==> src/muf_defs.vh <==
`ifndef MUF_DEFS_VH
`define MUF_DEFS_VH

// ************************************************************
// register byte offsets
// ************************************************************
`define MUF_OFS_MODEM_CTRL 8'h00
`define MUF_OFS_MODEM_STAT 8'h04
`define MUF_OFS_TEMP_BYTE 8'h08
`define MUF_OFS_EXTRA_CTRL 8'h0C
`define MUF_OFS_FLOW_STAT 8'h10

// ************************************************************
// field positions
// ************************************************************
`define MUF_MCR_RTS 1
`define MUF_MSR_CTS 4
`define MUF_CTL_CTS_POL 7
`define MUF_CTL_RTS_POL 6
`define MUF_CTL_LVL_HI 5
`define MUF_CTL_LVL_LO 4
`define MUF_CTL_CTS_FLOW 3
`define MUF_CTL_RTS_FLOW 2
`define MUF_CTL_TX_EN 1
`define MUF_CTL_RX_EN 0
`define MUF_FST_LVL_HI 3
`define MUF_FST_LVL_LO 0
`define MUF_FST_CTS_PIN 4
`define MUF_FST_RTS_PIN 5
`define MUF_FST_TX_BUSY 6
`define MUF_FST_RX_BUSY 7

// ************************************************************
// reset values and constants
// ************************************************************
`define MUF_CTL_RESET 8'h03
`define MUF_TEMP_RESET 8'h00
`define MUF_MCR_RESET 1'b0
`define MUF_FIFO_DEPTH 8
`define MUF_LVL_00 3'h3
`define MUF_LVL_01 3'h2
`define MUF_LVL_10 3'h1
`define MUF_LVL_11 3'h4
`define MUF_HTRANS_NONSEQ_BIT 1
`define MUF_ADDR_BITS 8

`endif

==> src/muf_flow_ctrl.v <==
// Local design decisions: the AHB-Lite interface to the registers and the address map.
`timescale 1ns/10ps
`include "muf_defs.vh"


module muf_flow_ctrl #(
  parameter FIFO_DEPTH = `MUF_FIFO_DEPTH
) (
  input wire clk,
  input wire rst_b,
  // ahb-lite slave
  input wire hsel,
  input wire [31:0] haddr,
  input wire [1:0] htrans,
  input wire hwrite,
  input wire [2:0] hsize,
  input wire [31:0] hwdata,
  input wire hready,
  output reg [31:0] hrdata,
  output reg hreadyout,
  output reg hresp,
  // link pins
  input wire clearToSendInput,
  output reg requestToSendOutput,
  // rest of the uart
  input wire [3:0] rxFifoLevel,
  input wire txStartReq,
  input wire txSymbolDone,
  input wire rxStartDetect,
  input wire rxSymbolDone,
  output reg txStartGo,
  output reg rxStartGo
);

  // ************************************************************
  // helpers
  // ************************************************************
  function [2:0] freeThreshold;
    input [1:0] sel;
    begin
      case (sel)
        2'b00: freeThreshold = `MUF_LVL_00;
        2'b01: freeThreshold = `MUF_LVL_01;
        2'b10: freeThreshold = `MUF_LVL_10;
        default: freeThreshold = `MUF_LVL_11;
      endcase
    end
  endfunction

  function [7:0] flowStatus;
    input [3:0] level;
    input ctsPin;
    input rtsPin;
    input txBusy;
    input rxBusy;
    begin
      flowStatus = 8'h00;
      flowStatus[`MUF_FST_LVL_HI:`MUF_FST_LVL_LO] = level;
      flowStatus[`MUF_FST_CTS_PIN] = ctsPin;
      flowStatus[`MUF_FST_RTS_PIN] = rtsPin;
      flowStatus[`MUF_FST_TX_BUSY] = txBusy;
      flowStatus[`MUF_FST_RX_BUSY] = rxBusy;
    end
  endfunction

  localparam ST_IDLE = 1'b0;
  localparam ST_BUSY = 1'b1;
  localparam [4:0] DEPTH5 = FIFO_DEPTH;

  // ************************************************************
  // state
  // ************************************************************
  reg [7:0] extraControl;
  reg [7:0] tempByte;
  reg manualRts;
  reg txState;
  reg rxState;
  reg [`MUF_ADDR_BITS-1:0] busAddr;
  reg busWrite;
  reg busRead;
  reg [7:0] next_extraControl;
  reg [7:0] next_tempByte;
  reg next_manualRts;
  reg next_txState;
  reg next_txStartGo;
  reg next_rxState;
  reg next_rxStartGo;
  wire txAllowed;
  wire rxAllowed;
  wire ctsSync;
  wire ctsAsserted;
  wire [4:0] freeSpace;
  wire [2:0] threshold;
  wire autoRtsAsserted;
  wire next_rtsPin;
  wire addrPhase;
  reg [31:0] readValue;

  muf_sync ctsSyncInst (
    .clk(clk),
    .rst_b(rst_b),
    .pinIn(clearToSendInput),
    .pinSync(ctsSync)
  );

  // ************************************************************
  // flow control decode
  // ************************************************************
  // polarity applies to the auto flow view only
  assign ctsAsserted = extraControl[`MUF_CTL_CTS_POL] ? ~ctsSync : ctsSync;
  assign freeSpace = DEPTH5 - {1'b0, rxFifoLevel};
  assign threshold = freeThreshold(
    extraControl[`MUF_CTL_LVL_HI:`MUF_CTL_LVL_LO]);
  // no hysteresis: re-asserts as soon as free space passes threshold
  assign autoRtsAsserted = freeSpace > {2'b00, threshold};
  assign next_rtsPin = extraControl[`MUF_CTL_RTS_FLOW] ?
    (autoRtsAsserted ^ extraControl[`MUF_CTL_RTS_POL]) :
    ~manualRts;

  // ************************************************************
  // request-to-send pin
  // ************************************************************
  always @(posedge clk) begin
    if (!rst_b) begin
      requestToSendOutput <= 1'b1;
    end else begin
      requestToSendOutput <= next_rtsPin;
    end
  end

  // ************************************************************
  // transmit start gating
  // ************************************************************
  // gating only at symbol start, so a running symbol always completes
  assign txAllowed = extraControl[`MUF_CTL_TX_EN] &&
    (!extraControl[`MUF_CTL_CTS_FLOW] || ctsAsserted);

  always @* begin
    next_txState = txState;
    next_txStartGo = 1'b0;
    case (txState)
      ST_IDLE: begin
        if (txStartReq && txAllowed) begin
          next_txStartGo = 1'b1;
          next_txState = ST_BUSY;
        end
      end
      ST_BUSY: begin
        if (txSymbolDone) begin
          next_txState = ST_IDLE;
        end
      end
      default: next_txState = ST_IDLE;
    endcase
  end

  always @(posedge clk) begin
    if (!rst_b) begin
      txState <= ST_IDLE;
      txStartGo <= 1'b0;
    end else begin
      txState <= next_txState;
      txStartGo <= next_txStartGo;
    end
  end

  // ************************************************************
  // receive start gating
  // ************************************************************
  // a symbol already under way is never cut short by a disable
  assign rxAllowed = extraControl[`MUF_CTL_RX_EN];

  always @* begin
    next_rxState = rxState;
    next_rxStartGo = 1'b0;
    case (rxState)
      ST_IDLE: begin
        if (rxStartDetect && rxAllowed) begin
          next_rxStartGo = 1'b1;
          next_rxState = ST_BUSY;
        end
      end
      ST_BUSY: begin
        if (rxSymbolDone) begin
          next_rxState = ST_IDLE;
        end
      end
      default: next_rxState = ST_IDLE;
    endcase
  end

  always @(posedge clk) begin
    if (!rst_b) begin
      rxState <= ST_IDLE;
      rxStartGo <= 1'b0;
    end else begin
      rxState <= next_rxState;
      rxStartGo <= next_rxStartGo;
    end
  end

  // ************************************************************
  // ahb-lite slave
  // ************************************************************
  assign addrPhase = hsel && htrans[`MUF_HTRANS_NONSEQ_BIT] && hready;

  // ************************************************************
  // register readback
  // ************************************************************
  always @* begin
    readValue = 32'h0000_0000;
    case (busAddr)
      `MUF_OFS_MODEM_CTRL: readValue[`MUF_MCR_RTS] = manualRts;
      `MUF_OFS_MODEM_STAT: readValue[`MUF_MSR_CTS] = ~ctsSync;
      `MUF_OFS_TEMP_BYTE: readValue[7:0] = tempByte;
      `MUF_OFS_EXTRA_CTRL: readValue[7:0] = extraControl;
      `MUF_OFS_FLOW_STAT: readValue[7:0] = flowStatus(rxFifoLevel, ctsSync,
        requestToSendOutput, txState, rxState);
      default: readValue = 32'h0000_0000;
    endcase
  end

  // ************************************************************
  // bus data phase
  // ************************************************************
  // reads take one wait state so a write just before is seen
  always @(posedge clk) begin
    if (!rst_b) begin
      busAddr <= {`MUF_ADDR_BITS{1'b0}};
      busWrite <= 1'b0;
      busRead <= 1'b0;
      hreadyout <= 1'b1;
      hresp <= 1'b0;
      hrdata <= 32'h0000_0000;
    end else begin
      hresp <= 1'b0;
      if (busRead) begin
        hrdata <= readValue;
        hreadyout <= 1'b1;
        busRead <= 1'b0;
      end else if (addrPhase) begin
        busAddr <= haddr[`MUF_ADDR_BITS-1:0];
        busWrite <= hwrite;
        busRead <= ~hwrite;
        hreadyout <= hwrite;
      end else begin
        busWrite <= 1'b0;
      end
      if (busWrite && !addrPhase) begin
        busWrite <= 1'b0;
      end
    end
  end

  // ************************************************************
  // register write decode
  // ************************************************************
  // writes to read-only offsets fall through and change nothing
  always @* begin
    next_extraControl = extraControl;
    next_tempByte = tempByte;
    next_manualRts = manualRts;
    if (busWrite) begin
      case (busAddr)
        `MUF_OFS_MODEM_CTRL: next_manualRts = hwdata[`MUF_MCR_RTS];
        `MUF_OFS_TEMP_BYTE: next_tempByte = hwdata[7:0];
        `MUF_OFS_EXTRA_CTRL: next_extraControl = hwdata[7:0];
        default: next_tempByte = tempByte;
      endcase
    end
  end

  // ************************************************************
  // register load
  // ************************************************************
  always @(posedge clk) begin
    if (!rst_b) begin
      extraControl <= `MUF_CTL_RESET;
      tempByte <= `MUF_TEMP_RESET;
      manualRts <= `MUF_MCR_RESET;
    end else begin
      extraControl <= next_extraControl;
      tempByte <= next_tempByte;
      manualRts <= next_manualRts;
    end
  end

endmodule // muf_flow_ctrl

==> src/muf_sync.v <==
`timescale 1ns/10ps

// ************************************************************
// two-flop synchroniser for one pin level
// ************************************************************
module muf_sync (
  input wire clk,
  input wire rst_b,
  input wire pinIn,
  output reg pinSync
);
  reg stage1;

  // first stage feeds only the second one
  always @(posedge clk) begin
    if (!rst_b) begin
      stage1 <= 1'b0;
      pinSync <= 1'b0;
    end else begin
      stage1 <= pinIn;
      pinSync <= stage1;
    end
  end
endmodule // muf_sync

==> config.mk <==
export PLATFORM = sky130hd
export DESIGN_NAME = muf_flow_ctrl
export DESIGN_NICKNAME = d
export VERILOG_FILES = /design/src/muf_flow_ctrl.v /design/src/muf_sync.v
export VERILOG_INCLUDE_DIRS = /design/src
export SDC_FILE = /design/constraint.sdc
export NUM_CORES = 1
export LEC_CHECK = 0
export BUFFER_PORTS_ARGS = -buffer_cell sky130_fd_sc_hd__buf_2
export CAP_MARGIN = 0
export CORE_MARGIN = 2
export CORE_UTILIZATION = 47
export DETAILED_ROUTE_END_ITERATION = 10
export HOLD_SLACK_MARGIN = 0.06
export PLACE_DENSITY_LB_ADDON = 0.1
export SYNTH_ARGS = -nofsm -noshare
export SYNTH_HDL_FRONTEND = slang
export SYNTH_SLANG_ARGS = --single-unit
==> constraint.sdc <==
create_clock -name clk -period 3.1 [get_ports clk]
set_input_delay 0.31 -clock clk [delete_from_list [all_inputs] [get_ports clk]]
set_output_delay 0.31 -clock clk [all_outputs]
set_load 0.03 [all_outputs]
# --- After elaboration in Yosys (flattened, before gate mapping) ---
# Index checks and enable logic that the tools add are counted.
op_classes:
  add_sub_neg: 1
  n_lt_le_gt_ge: 1
  n_eq_ne: 6
  muxes: 15
  n_bitwise: 9
  n_reduce_logical: 20
ops:
  columns: ["operator", "n"]
  rows:
  - ["one-hot mux 3 bit (3 select lines)", 2]
  - ["== test 8 x 4 -> 1 bit, second input constant", 2]
  - ["== test 8 x 3 -> 1 bit, second input constant", 1]
  - ["== test 8 x 5 -> 1 bit, second input constant", 1]
  - ["zero test 8 bit", 1]
  - ["inverter 1 bit", 8]
  - ["one-hot mux 1 bit (4 select lines)", 2]
  - ["AND reduction 2 bit", 4]
  - ["OR reduction 2 bit", 4]
  - ["two-way mux 1 bit", 7]
  - ["logical AND 1 bit", 6]
  - ["one-hot mux 2 bit (3 select lines)", 1]
  - ["greater-than comparator 5 x 3 -> 1 bit", 1]
  - ["subtractor 4 x 4 -> 5 bit, first input constant", 1]
  - ["one-hot mux 1 bit (2 select lines)", 2]
  - ["one-hot mux 1 bit (3 select lines)", 1]
  - ["OR reduction 3 bit", 1]
  - ["== test 2 x 1 -> 1 bit, second input constant", 1]
  - ["== test 2 bit, second input constant", 1]
  - ["zero test 1 bit", 2]
  - ["zero test 2 bit", 1]
  - ["logical OR 1 bit", 1]
  - ["XOR 1 bit", 1]
totals:
  regBits: 43
  input_bits: 83
  output_inout_bits: 37
  elab_cells: 67

# --- Logic depth before layout (Yosys ltp) ---
# Gate-level depths: netlist (run 1).
logic_depth:
  ltp_word: 7
  ltp_mapped: 8
  mapped_depth_nobuf: 8

# --- Cells and area by module ---
# A second synthesis (run 1) with hierarchy kept.
unflattened:
  hier_cells: 233
  hier_area_um2: 2114.5
modules_own_cells:
  columns: ["mod", "n_inst", "cells_each", "area_per_inst_um2", "seq_area_each_um2"]
  rows:
  - ["muf_flow_ctrl", 1, 229, 2062.0, 820.8]
  - ["muf_sync", 1, 4, 52.6, 40.0]

# --- Least setup slack after synthesis (run 1) ---
# Ideal clock, no wire load.
synth_timing:
  path_type: "input -> register"
  start: "input port rxFifoLevel[0]"
  end: "register requestToSendOutput"
  setup_time_ns: 0.120
  arrival_time_ns: 1.583
  required_time_ns: 2.980
  path_slack_ns: 1.398
  stages: 8
  path_buffers: 0
  cell_sequence: "inv_1 -> ha_1 -> xnor2_1 -> ha_1 -> nand3_1 -> o21ai_0 -> o2111a_1 -> a211o_1"
synth_via:
  elab_chain_cells: 4
synth_lines:
  columns: ["element", "line", "text"]
  rows:
  - ["from (decl)", "muf_flow_ctrl.v:26", "input wire [3:0] rxFifoLevel,"]
  - ["subtractor 4 x 4 -> 5 bit", "muf_flow_ctrl.v:111", "assign freeSpace = DEPTH5 - {1'b0, rxFifoLevel};"]
  - ["greater-than comparator 5 x 3 -> 1 bit", "muf_flow_ctrl.v:115", "assign autoRtsAsserted = freeSpace > {2'b00, threshold};"]
  - ["XOR 1 bit", "muf_flow_ctrl.v:117", "(autoRtsAsserted ^ extraControl[`MUF_CTL_RTS_POL]) :"]
  - ["two-way mux 1 bit", "muf_flow_ctrl.v:116", "assign next_rtsPin = extraControl[`MUF_CTL_RTS_FLOW] ?"]
  - ["to (signal assigned)", "muf_flow_ctrl.v:127", "requestToSendOutput <= next_rtsPin;"]
  - ["to (decl)", "muf_flow_ctrl.v:24", "output reg requestToSendOutput,"]
# No other way between the ends.
# A chain may end at the register's enable or synchronous reset.

# --- Worst setup path in the final report (run 1) ---
layout_timing:
  start: "register busAddr[2]"
  end: "register extraControl[4]"
layout_via:
  elab_chain_cells: 2
layout_lines:
  columns: ["element", "line", "text"]
  rows:
  - ["from (decl)", "muf_flow_ctrl.v:78", "reg [`MUF_ADDR_BITS-1:0] busAddr;"]
  - ["from (signal assigned)", "muf_flow_ctrl.v:229", "busAddr <= {`MUF_ADDR_BITS{1'b0}};"]
  - ["from (signal assigned)", "muf_flow_ctrl.v:242", "busAddr <= haddr[`MUF_ADDR_BITS-1:0];"]
  - ["== test 8 x 4 -> 1 bit", "muf_flow_ctrl.v:264", "case (busAddr)"]
  - ["AND reduction 2 bit (no line)", null, null]
  - ["to (signal assigned)", "muf_flow_ctrl.v:278", "extraControl <= `MUF_CTL_RESET;"]
  - ["to (signal assigned)", "muf_flow_ctrl.v:282", "extraControl <= next_extraControl;"]
  - ["to (decl)", "muf_flow_ctrl.v:73", "reg [7:0] extraControl;"]
# No other way between the ends.

==> out/qor.yml, run 1 <==
status: "finished clean"
via_per_inst: 5.019
finalSetupTns_ns: 0
grt-ovfl-total: 0
antenna_found_initial: 0
crit_path_max_fanout: 14
startpoint_type: "flip-flop"
initial_core_util: 0.4856
min_to: "txState"
ys_top_cells_by_area: "dfxtp_1, mux2i_1, buf_4, nand2_1, a21boi_0"
synth_top_cell_by_area: "dfxtp_1"
avgSynthCellArea_um2: 9.075
die_x_um: 71.08
detailed_place_hpwl_mm: 3.006
routed_wirelength_mm: 4.171
fmax_mhz: 472.2
syn_area_um2: 2115
ys.flop_type: "dfxtp_1"
cp.arrival_ns: 2.31
crit_type: "flip-flop to flip-flop"
htreeDepth: 2
reg2reg_slack_ns: 0.98
setup_viol_count_final: 0
worstMarginPinSlew_ns: 0.7166
cp-end-kind: "flip-flop"
gp_congestion: 0.7736
fin_area_um2: 2337
fp-row-count: 24
hold_slack_ns: 0.1911
synth_commonest_cells: "dfxtp_1, nand2_1, buf_4, mux2i_1, clkbuf_1"
drive_gt1_frac: 0.2103
cts_buffer_depth: 2
finalHoldViolations: 0
fin_util: 0.5368
path_buf_inv: 0
seq_area_frac_synth: 0.4071
synth_edf_count: 0
clock_sinks: 43
required_ns: 3.29
first_pass_iters: 4
grt_pass1_vias: 1549
regArea_um2: 860.8
min_period_over_period: 0.6831
hold_buffers: 0
num-fill-cells: 434
hold_depth: 2
top_level_ports: 120
r2r-start: "busAddr[2]"
multi_input_area_um2: 1086
synth.most_common_cell: "dfxtp_1"
drv_slew: 0
worstPathCellList: "and3b_1, nand4_1, a31o_2"
p_leak_nw: 0.9430
clkTransAtPathRegs_ns: 0.08
ys_seq_elements: 43
antenna_cells: 0
core_area_um2: 4354
yosysWarningCount: 0
post-cts-setup-buffers: 0
wl_per_cell_um: 12.91
synth_top_area_frac: 0.4071
syn_to_final_growth_pct: 10.53
ys_types: 42
reg2reg_to: "extraControl[4]"
ant_nets: 0
groute.usage.overall: 0.1803
max_cap_viol_count: 0
hp-start: "txSymbolDone"
root_buffer: "clkbuf_8"
synthArstFlopShare: 0
min_path_type: "primary input to flip-flop"
crit_family: "flip-flops"
drc: 0
period_needed_ns: 2.118
insertion_delay_ns: 0.29
cts_tree: "done"
critPathSlowestCell: "dfxtp_1"
die_h_um: 71.08
slowest_delay_ns: 0.79
r2r_cells: 3
vdd_ir_drop_max_mv: 0.2993
grt_max_degree: 46
rsz0062_at_grt: "false"
layoutNonFillerInstCount: 323
drtIter0Drc: 98
power.density_nw_per_um2: 448.1
dpl-instance-area_um2: 2252
numPortBuffers: 42
fin_nets: 357
grt_pass1_wl_mm: 7.141
cts_resized: 0
postSynthCellCount: 233
die-area_um2: 5052
vias: 1621
placedCellCount: 315
timing.slew.headroom: 0.5216
fin_skew_ns: 0.005518
cts_buffers: 5
[through the flow]
stage | power [W] | worst slack [ns]
floorplan | 0.0007043 | 1.398
global placement | 0.0007144 | 0.9409
detailed placement | 0.0007148 | 0.9639
CTS | 0.001056 | 0.9387
global route | 0.001098 | 0.8221
finish | 0.001047 | 0.9824
[metal layers]
layer | GRT usage | vias to the layer above | wire (um)
li1 | - | 830 | -
met1 | 0.2321 | 737 | 2090
met3 | 0.05271 | 5 | 229
met4 | 0.06289 | 0 | 63
met2 | 0.2897 | 49 | 1787
met5 | 0 | - | 0
[worst reg2reg max path, cell delays in order (launching register included)]
cell and delay (ns):
dfxtp_1 0.79, and3b_1 0.26, nand4_1 0.51, a31o_2 0.46
[state kept, by name, indices dropped and copies added (netlist names)]
register             cells
extraControl             8
tempByte                 8
txState                  1
ctsSyncInst.stage1       1
rxState                  1
manualRts                1
requestToSendOutput      1
busAddr                  8
rxStartGo                1
txStartGo                1
ctsSyncInst.pinSync      1
hreadyout                1
busWrite                 1
hrdata                   8
busRead                  1
[worst max-delay path by stage]
stage / from / end / cells past startpoint
after global routing: busAddr[2] / extraControl[4] / 3
after floorplan: rxFifoLevel[0] / requestToSendOutput / 8
after detailed placement: busAddr[2] / extraControl[4] / 3
final: busAddr[2] / extraControl[4] / 3
after global placement: busAddr[2] / extraControl[4] / 3
after CTS: busAddr[2] / extraControl[4] / 3
[where the power goes]
group	internal, W	total (W)	switching (W)
Combinational	0.0000403	0.000129	0.0000884
Clock	0.000157	0.000345	0.000188
Sequential	0.000562	0.000573	0.0000114
[layout make-up]
cell class                 count  share of cell area
inverter                       6            0.009636
clock inverter                 2            0.005353
multi-input combinational    171              0.4647
timing repair buffer          43             0.09315
clock buffer                   6             0.03105
sequential                    43              0.3683
tap                           52             0.02784
[placed cells by master (no fill, tap or decap), types with 2 or more instances in the layout]
cell,count
dfxtp_1,43
buf_2,42
nand2_1,41
conb_1,25
mux2i_1,22
nand3_1,9
o21ai_0,8
a21boi_0,8
inv_1,6
a22oi_1,6
o21ai_1,6
clkbuf_8,5
nand2b_1,4
ha_1,4
nor2b_1,3
nor3_1,3
xnor2_1,2
nor3b_1,2
and3b_1,2
nor4_4,2
and2_1,2
nor2_1,2
o21bai_1,2
[cells by family after synthesis]
| kind of cell | Yosys count | share of synthesized area |
|---|---|---|
| buf+inv | 43 | 0.1219 |
| simple gates | 78 | 0.2036 |
| fa+ha+maj | 4 | 0.02367 |
| mux | 22 | 0.1041 |
| xor+xnor | 2 | 0.008286 |
| compound gates | 40 | 0.1296 |
| flops | 43 | 0.4071 |
| other cells | 1 | 0.001773 |
(Power assumes the default switching activity.)
==> run 2: changes to the inputs <==
Settings changed: CORE_UTILIZATION 47 to 40.
Clock period 3.1 ns to 1.9 ns, I/O delays scaled along.
==> run 2 against run 1 <==
Compared with the run above:
- combinational power is 71% higher
- routed wire length up 6.6%
- setup slack worse by 0.71 ns
- sequential power up 63%
- core utilization shrank 6.5 points
- clock skew is 0.0037 ns higher
- hold slack lost 0.12 ns
- critical path depth increased by 1
- die area is 16% higher
- count of clock-buffer cells in the layout did not move
- critical endpoint is now hrdata[6]
- largest cell class unchanged
==> out/qor.yml, run 2 (synthesis results as in run 1) <==
status: "finished clean"  # unchanged
clock_sinks: 43  # unchanged
finalPower_w: 0.001732  # was 0.001047 W
cp.arrival_ns: 1.86  # was 2.31 ns
fin_util: 0.4713  # was 0.5368
max_cap_viol_count: 0  # unchanged
cts_buffers: 5  # unchanged
drc: 0  # unchanged
syn_to_final_growth_pct: 13.85  # was 10.53%
drtIter0Drc: 54  # was 98
min_period_over_period: 0.8565  # was 0.6831
min_to: "txState"  # unchanged
detailed_place_hpwl_mm: 3.220  # was 3.006 mm
min_path_type: "primary input to flip-flop"  # unchanged
numPortBuffers: 42  # unchanged
period_needed_ns: 1.627  # was 2.118 ns
antenna_cells: 0  # unchanged
first_pass_iters: 4  # unchanged
grtUsageMet2: 0.2404  # was 0.2897
gp_congestion: 0.7275  # was 0.7736
finalHoldViolations: 0  # unchanged
cts_buffer_depth: 2  # unchanged
grt-ovfl-total: 0  # unchanged
cp-end-kind: "flip-flop"  # unchanged
globalRoute.busiestLayer: "met2"  # unchanged
initial_core_util: 0.4140  # was 0.4856
final_common_cell: "dfxtp_1"  # unchanged
die-area_um2: 5884  # was 5052 um2
worstMarginPinSlew_ns: 0.5025  # was 0.7166 ns
antenna_found_initial: 0  # unchanged
hp-start: "txSymbolDone"  # unchanged
die_h_um: 76.71  # was 71.08 um
root_buffer: "clkbuf_8"  # unchanged
met1_usage: 0.2197  # was 0.2321
crit_path_max_fanout: 6  # was 14
core_area_um2: 5107  # was 4354 um2
drive_gt1_frac: 0.2238  # was 0.2103
top_level_ports: 120  # unchanged
reg2reg_slack_ns: 0.27  # was 0.98 ns
p_leak_nw: 0.9725  # was 0.9430 nW
hold_slack_ns: 0.07414  # was 0.1911 ns
fp-row-count: 26  # was 24
cts_tree: "done"  # unchanged
fin_area_um2: 2407  # was 2337 um2
hold_depth: 2  # unchanged
crit_type: "flip-flop to flip-flop"  # unchanged
finalSetupTns_ns: 0  # unchanged
groute.usage.overall: 0.1587  # was 0.1803
fin_nets: 363  # was 357
grt_max_degree: 33  # was 46
dpl-instance-area_um2: 2312  # was 2252 um2
vdd_ir_drop_max_mv: 0.4000  # was 0.2993 mV
htreeDepth: 2  # unchanged
vias: 1659  # was 1621
drv_slew: 0  # unchanged
grt_pass1_wl_mm: 7.431  # was 7.141 mm
via_per_inst: 4.781  # was 5.019
reg2reg_to: "hrdata[6]"  # was extraControl[4]
required_ns: 2.14  # was 3.29 ns
die_x_um: 76.71  # was 71.08 um
ant_nets: 0  # unchanged
wl_per_cell_um: 12.81  # was 12.91 um
use_met3: 0.04000  # was 0.05271
grt_pass1_vias: 1498  # was 1549
r2r-start: "busAddr[6]"  # was busAddr[2]
insertion_delay_ns: 0.30  # was 0.29 ns
mostFrequentLayoutCells: "dfxtp_1, buf_2, nand2_1"  # unchanged
routed_wirelength_mm: 4.445  # was 4.171 mm
timing.slew.headroom: 0.6638  # was 0.5216
num-fill-cells: 547  # was 434
fin_skew_ns: 0.009189  # was 0.005518 ns
rsz0062_at_grt: "false"  # unchanged
power.density_nw_per_um2: 719.4  # was 448.1 nW/um2
clkTransAtPathRegs_ns: 0.09  # was 0.08 ns
startpoint_type: "flip-flop"  # unchanged
r2r_cells: 4  # was 3
fmax_mhz: 614.5  # was 472.2 MHz
setup_viol_count_final: 0  # unchanged
[run 2: changes by cell type in the layout (fill, tap and decap cells not counted)]
cell,previous run,this run
buf_4,1,6
dlygate4sd3_1,0,1
[run 2: stage by stage]
step | std cells | worst slack (ns)
floorplan | 257 | 0.3178
global placement | 338 | 0.09672
detailed placement | 338 | 0.1190
CTS | 346 | 0.2491
global route | 347 | 0.1446
finish | 347 | 0.2726
[run 2: how the worst max path moves through the flow]
| stage | start | endpoint | slack (ns) | depth (start not counted) |
|---|---|---|---|---|
| 2_1_floorplan | rxFifoLevel[0] | requestToSendOutput | 0.32 | 8 |
| 3_3_place_gp | rxFifoLevel[0] | requestToSendOutput | 0.1 | 9 |
| 3_5_place_dp | rxFifoLevel[0] | requestToSendOutput | 0.12 | 9 |
| 4_1_cts | busAddr[6] | hrdata[6] | 0.25 | 4 |
| 5_1_grt | busAddr[6] | hrdata[2] | 0.14 | 4 |
| 6_report | busAddr[6] | hrdata[6] | 0.27 | 4 |
[run 2: per-layer routing]
layer	vias to the layer above	share of wire	wire (um)
met5	-	0	0
met2	55	0.44	1941
met4	0	0.012	55
met1	761	0.49	2189
li1	838	-	-
met3	5	0.058	259
[run 2: area by class of cell]
class                      count  area, um2  share of cell area
sequential                    43      860.8              0.3576
clock inverter                 2      12.51            0.005198
tap                           70      87.58             0.03638
timing repair buffer          49      265.3              0.1102
clock buffer                   6      72.57             0.03015
multi-input combinational    171       1086              0.4511
inverter                       6      22.52            0.009356
[run 2: what timing repair did]
item / 4_1_cts / 5_1_grt
hold buffers: 0 / 1
hold endpoints to repair: 0 / 1
setup buffers: 0 / 0
gates resized for setup: 0 / 0
[run 2: worst max-delay path, stage by stage (launching register included)]
cell and delay, ns:
dfxtp_1 0.34, nor4_2 0.31, nand3_1 0.21, or3_1 0.54
o21ai_1 0.18
[run 2: power by group]
| group | leakage (nW) | internal [W] | total, W | switching [W] |
|---|---|---|---|---|
| Clock | 0.0412 | 0.000257 | 0.000580 | 0.000322 |
| Combinational | 0.583 | 0.0000693 | 0.000220 | 0.000151 |
| Sequential | 0.349 | 0.000917 | 0.000932 | 0.0000153 |
==> run 3: changes to the inputs <==
Settings changed: CORE_MARGIN 2 to 3.
==> run 3 against run 2 <==
Compared with the run above:
- clock skew is 0.0042 ns lower
- register-to-register slack got worse by 0.06 ns
- routed wire length decreased by 3.1%
- global-route usage decreased by 1.3 points
- fmax fell by 3.5%
- clock power rose by 44%
- hold slack lost 0.0052 ns
==> out/qor.yml, run 3 (synthesis results as in run 1) <==
status: "finished clean"  # unchanged
wl_per_cell_um: 12.56  # was 12.81 um
grt_pass1_vias: 1491  # was 1498
r2r_cells: 4  # unchanged
fin_nets: 362  # was 363
top_level_ports: 120  # unchanged
die_x_um: 78.71  # was 76.71 um
grt-ovfl-total: 0  # unchanged
cts_buffer_depth: 2  # unchanged
finalSetupTns_ns: 0  # unchanged
syn_to_final_growth_pct: 15.56  # was 13.85%
slowest_delay_ns: 0.59  # was 0.54 ns
ant_nets: 0  # unchanged
required_ns: 2.13  # was 2.14 ns
core_area_um2: 4911  # was 5107 um2
startpoint_type: "flip-flop"  # unchanged
vias: 1602  # was 1659
htreeDepth: 2  # unchanged
antenna_cells: 0  # unchanged
clock_sinks: 43  # unchanged
drv_slew: 0  # unchanged
worstMarginPinSlew_ns: 0.5040  # was 0.5025 ns
numPortBuffers: 42  # unchanged
grt_pass1_wl_mm: 7.176  # was 7.431 mm
clkTransAtPathRegs_ns: 0.08  # was 0.09 ns
min_path_type: "primary input to flip-flop"  # unchanged
initial_core_util: 0.4306  # was 0.4140
vdd_ir_drop_max_mv: 0.4138  # was 0.4000 mV
detailed_place_hpwl_mm: 3.186  # was 3.220 mm
drc: 0  # unchanged
hold_depth: 2  # unchanged
die_h_um: 78.71  # was 76.71 um
mostFrequentLayoutCells: "dfxtp_1, buf_2, nand2_1"  # unchanged
fin_skew_ns: 0.004947  # was 0.009189 ns
power.density_nw_per_um2: 812.4  # was 719.4 nW/um2
drive_gt1_frac: 0.2210  # was 0.2238
p_leak_nw: 0.9912  # was 0.9725 nW
groute.usage.overall: 0.1461  # was 0.1587
num-fill-cells: 496  # was 547
period_needed_ns: 1.686  # was 1.627 ns
cts_buffers: 5  # unchanged
post-cts-setup-buffers: 0  # unchanged
critPathSlowestCell: "or4_4"  # was or3_1
via_per_inst: 4.671  # was 4.781
cts_tree: "done"  # unchanged
drtIter0Drc: 70  # was 54
die-area_um2: 6194  # was 5884 um2
routed_wirelength_mm: 4.308  # was 4.445 mm
insertion_delay_ns: 0.29  # was 0.30 ns
cp-end-kind: "flip-flop"  # unchanged
fin_util: 0.4976  # was 0.4713
antenna_found_initial: 0  # unchanged
finalHoldViolations: 0  # unchanged
grt_max_degree: 42  # was 33
finalPower_w: 0.001985  # was 0.001732 W
rsz0062_at_grt: "false"  # unchanged
min_period_over_period: 0.8875  # was 0.8565
crit_path_max_fanout: 6  # unchanged
fp-row-count: 25  # was 26
first_pass_iters: 4  # unchanged
worstPathCellList: "or4_4, nor4_4, a22oi_1, o21ai_1"  # was nor4_2, nand3_1, or3_1, o21ai_1
max_cap_viol_count: 0  # unchanged
cp.arrival_ns: 1.91  # was 1.86 ns
crit_type: "flip-flop to flip-flop"  # unchanged
setup_viol_count_final: 0  # unchanged
gp_congestion: 0.7564  # was 0.7275
final_common_cell: "dfxtp_1"  # unchanged
root_buffer: "clkbuf_8"  # unchanged
timing.slew.headroom: 0.6628  # was 0.6638
fmax_mhz: 593.0  # was 614.5 MHz
==> run 3: cell count changes in the layout (fill, tap and decap cells not counted), sizes merged <==
cell      delta
buf          -1
bufinv       +2
clkinv       -1
clkinvlp     -1
==> run 3: per-layer routing <==
layer,up-vias,global-route usage,wire length (um)
met2,46,0.2165,1794
met5,-,0,0
met1,709,0.2045,2197
met4,0,0.05245,65
met3,7,0.03741,251
li1,840,-,-
==> run 3: critical path, delay by kind of cell (launching register included) <==
kind               cells  cell delay, ns
DFF                    1            0.33
AOI/OAI and AO/OA      2            0.21
and+or+nand+nor        2            1.07
==> run 3: stage by stage <==
| stage | hold WS [ns] | instance area [um2] | setup WS (ns) | std cells |
|---|---|---|---|---|
| after detailed placement | 0.3797 | 2301 | 0.1091 | 334 |
| after floorplan | 0.2661 | 2205 | 0.3178 | 257 |
| final | 0.06892 | 2444 | 0.2137 | 343 |
| after global routing | 0.08598 | 2444 | 0.1127 | 343 |
| after CTS | 0.06062 | 2434 | 0.1838 | 342 |
| after global placement | 0.3794 | 2301 | 0.09462 | 334 |
==> run 3: area by class of cell <==
type,instances,area [um2],area share
clock buffer,6,72.57,0.02970
clock inverter,2,60.06,0.02458
inverter,6,22.52,0.009217
multi-input combinational,171,1086,0.4444
sequential,43,860.8,0.3523
tap,67,83.83,0.03431
timing repair buffer,48,257.7,0.1055
==> run 3: repair_timing <==
item / 4_1_cts / 5_1_grt
hold endpoints to repair: 0 / 1
hold buffers: 0 / 1
resized for setup: 0 / 0
==> run 3: power breakdown <==
part / leakage (nW) / internal, W / switching [W]
combinational: 0.577 / 0.0000692 / 0.000149
clock: 0.0654 / 0.000525 / 0.000310
sequential: 0.349 / 0.000917 / 0.0000153
==> run 3: worst paths after layout <==
kind / from / end / slack (ns)
max: busAddr[6] / hrdata[5] / 0.21
max reg2reg: busAddr[6] / hrdata[5] / 0.21
min: txSymbolDone / txState / 0.07
min reg2reg: ctsSyncInst.stage1 / ctsSyncInst.pinSync / 0.44
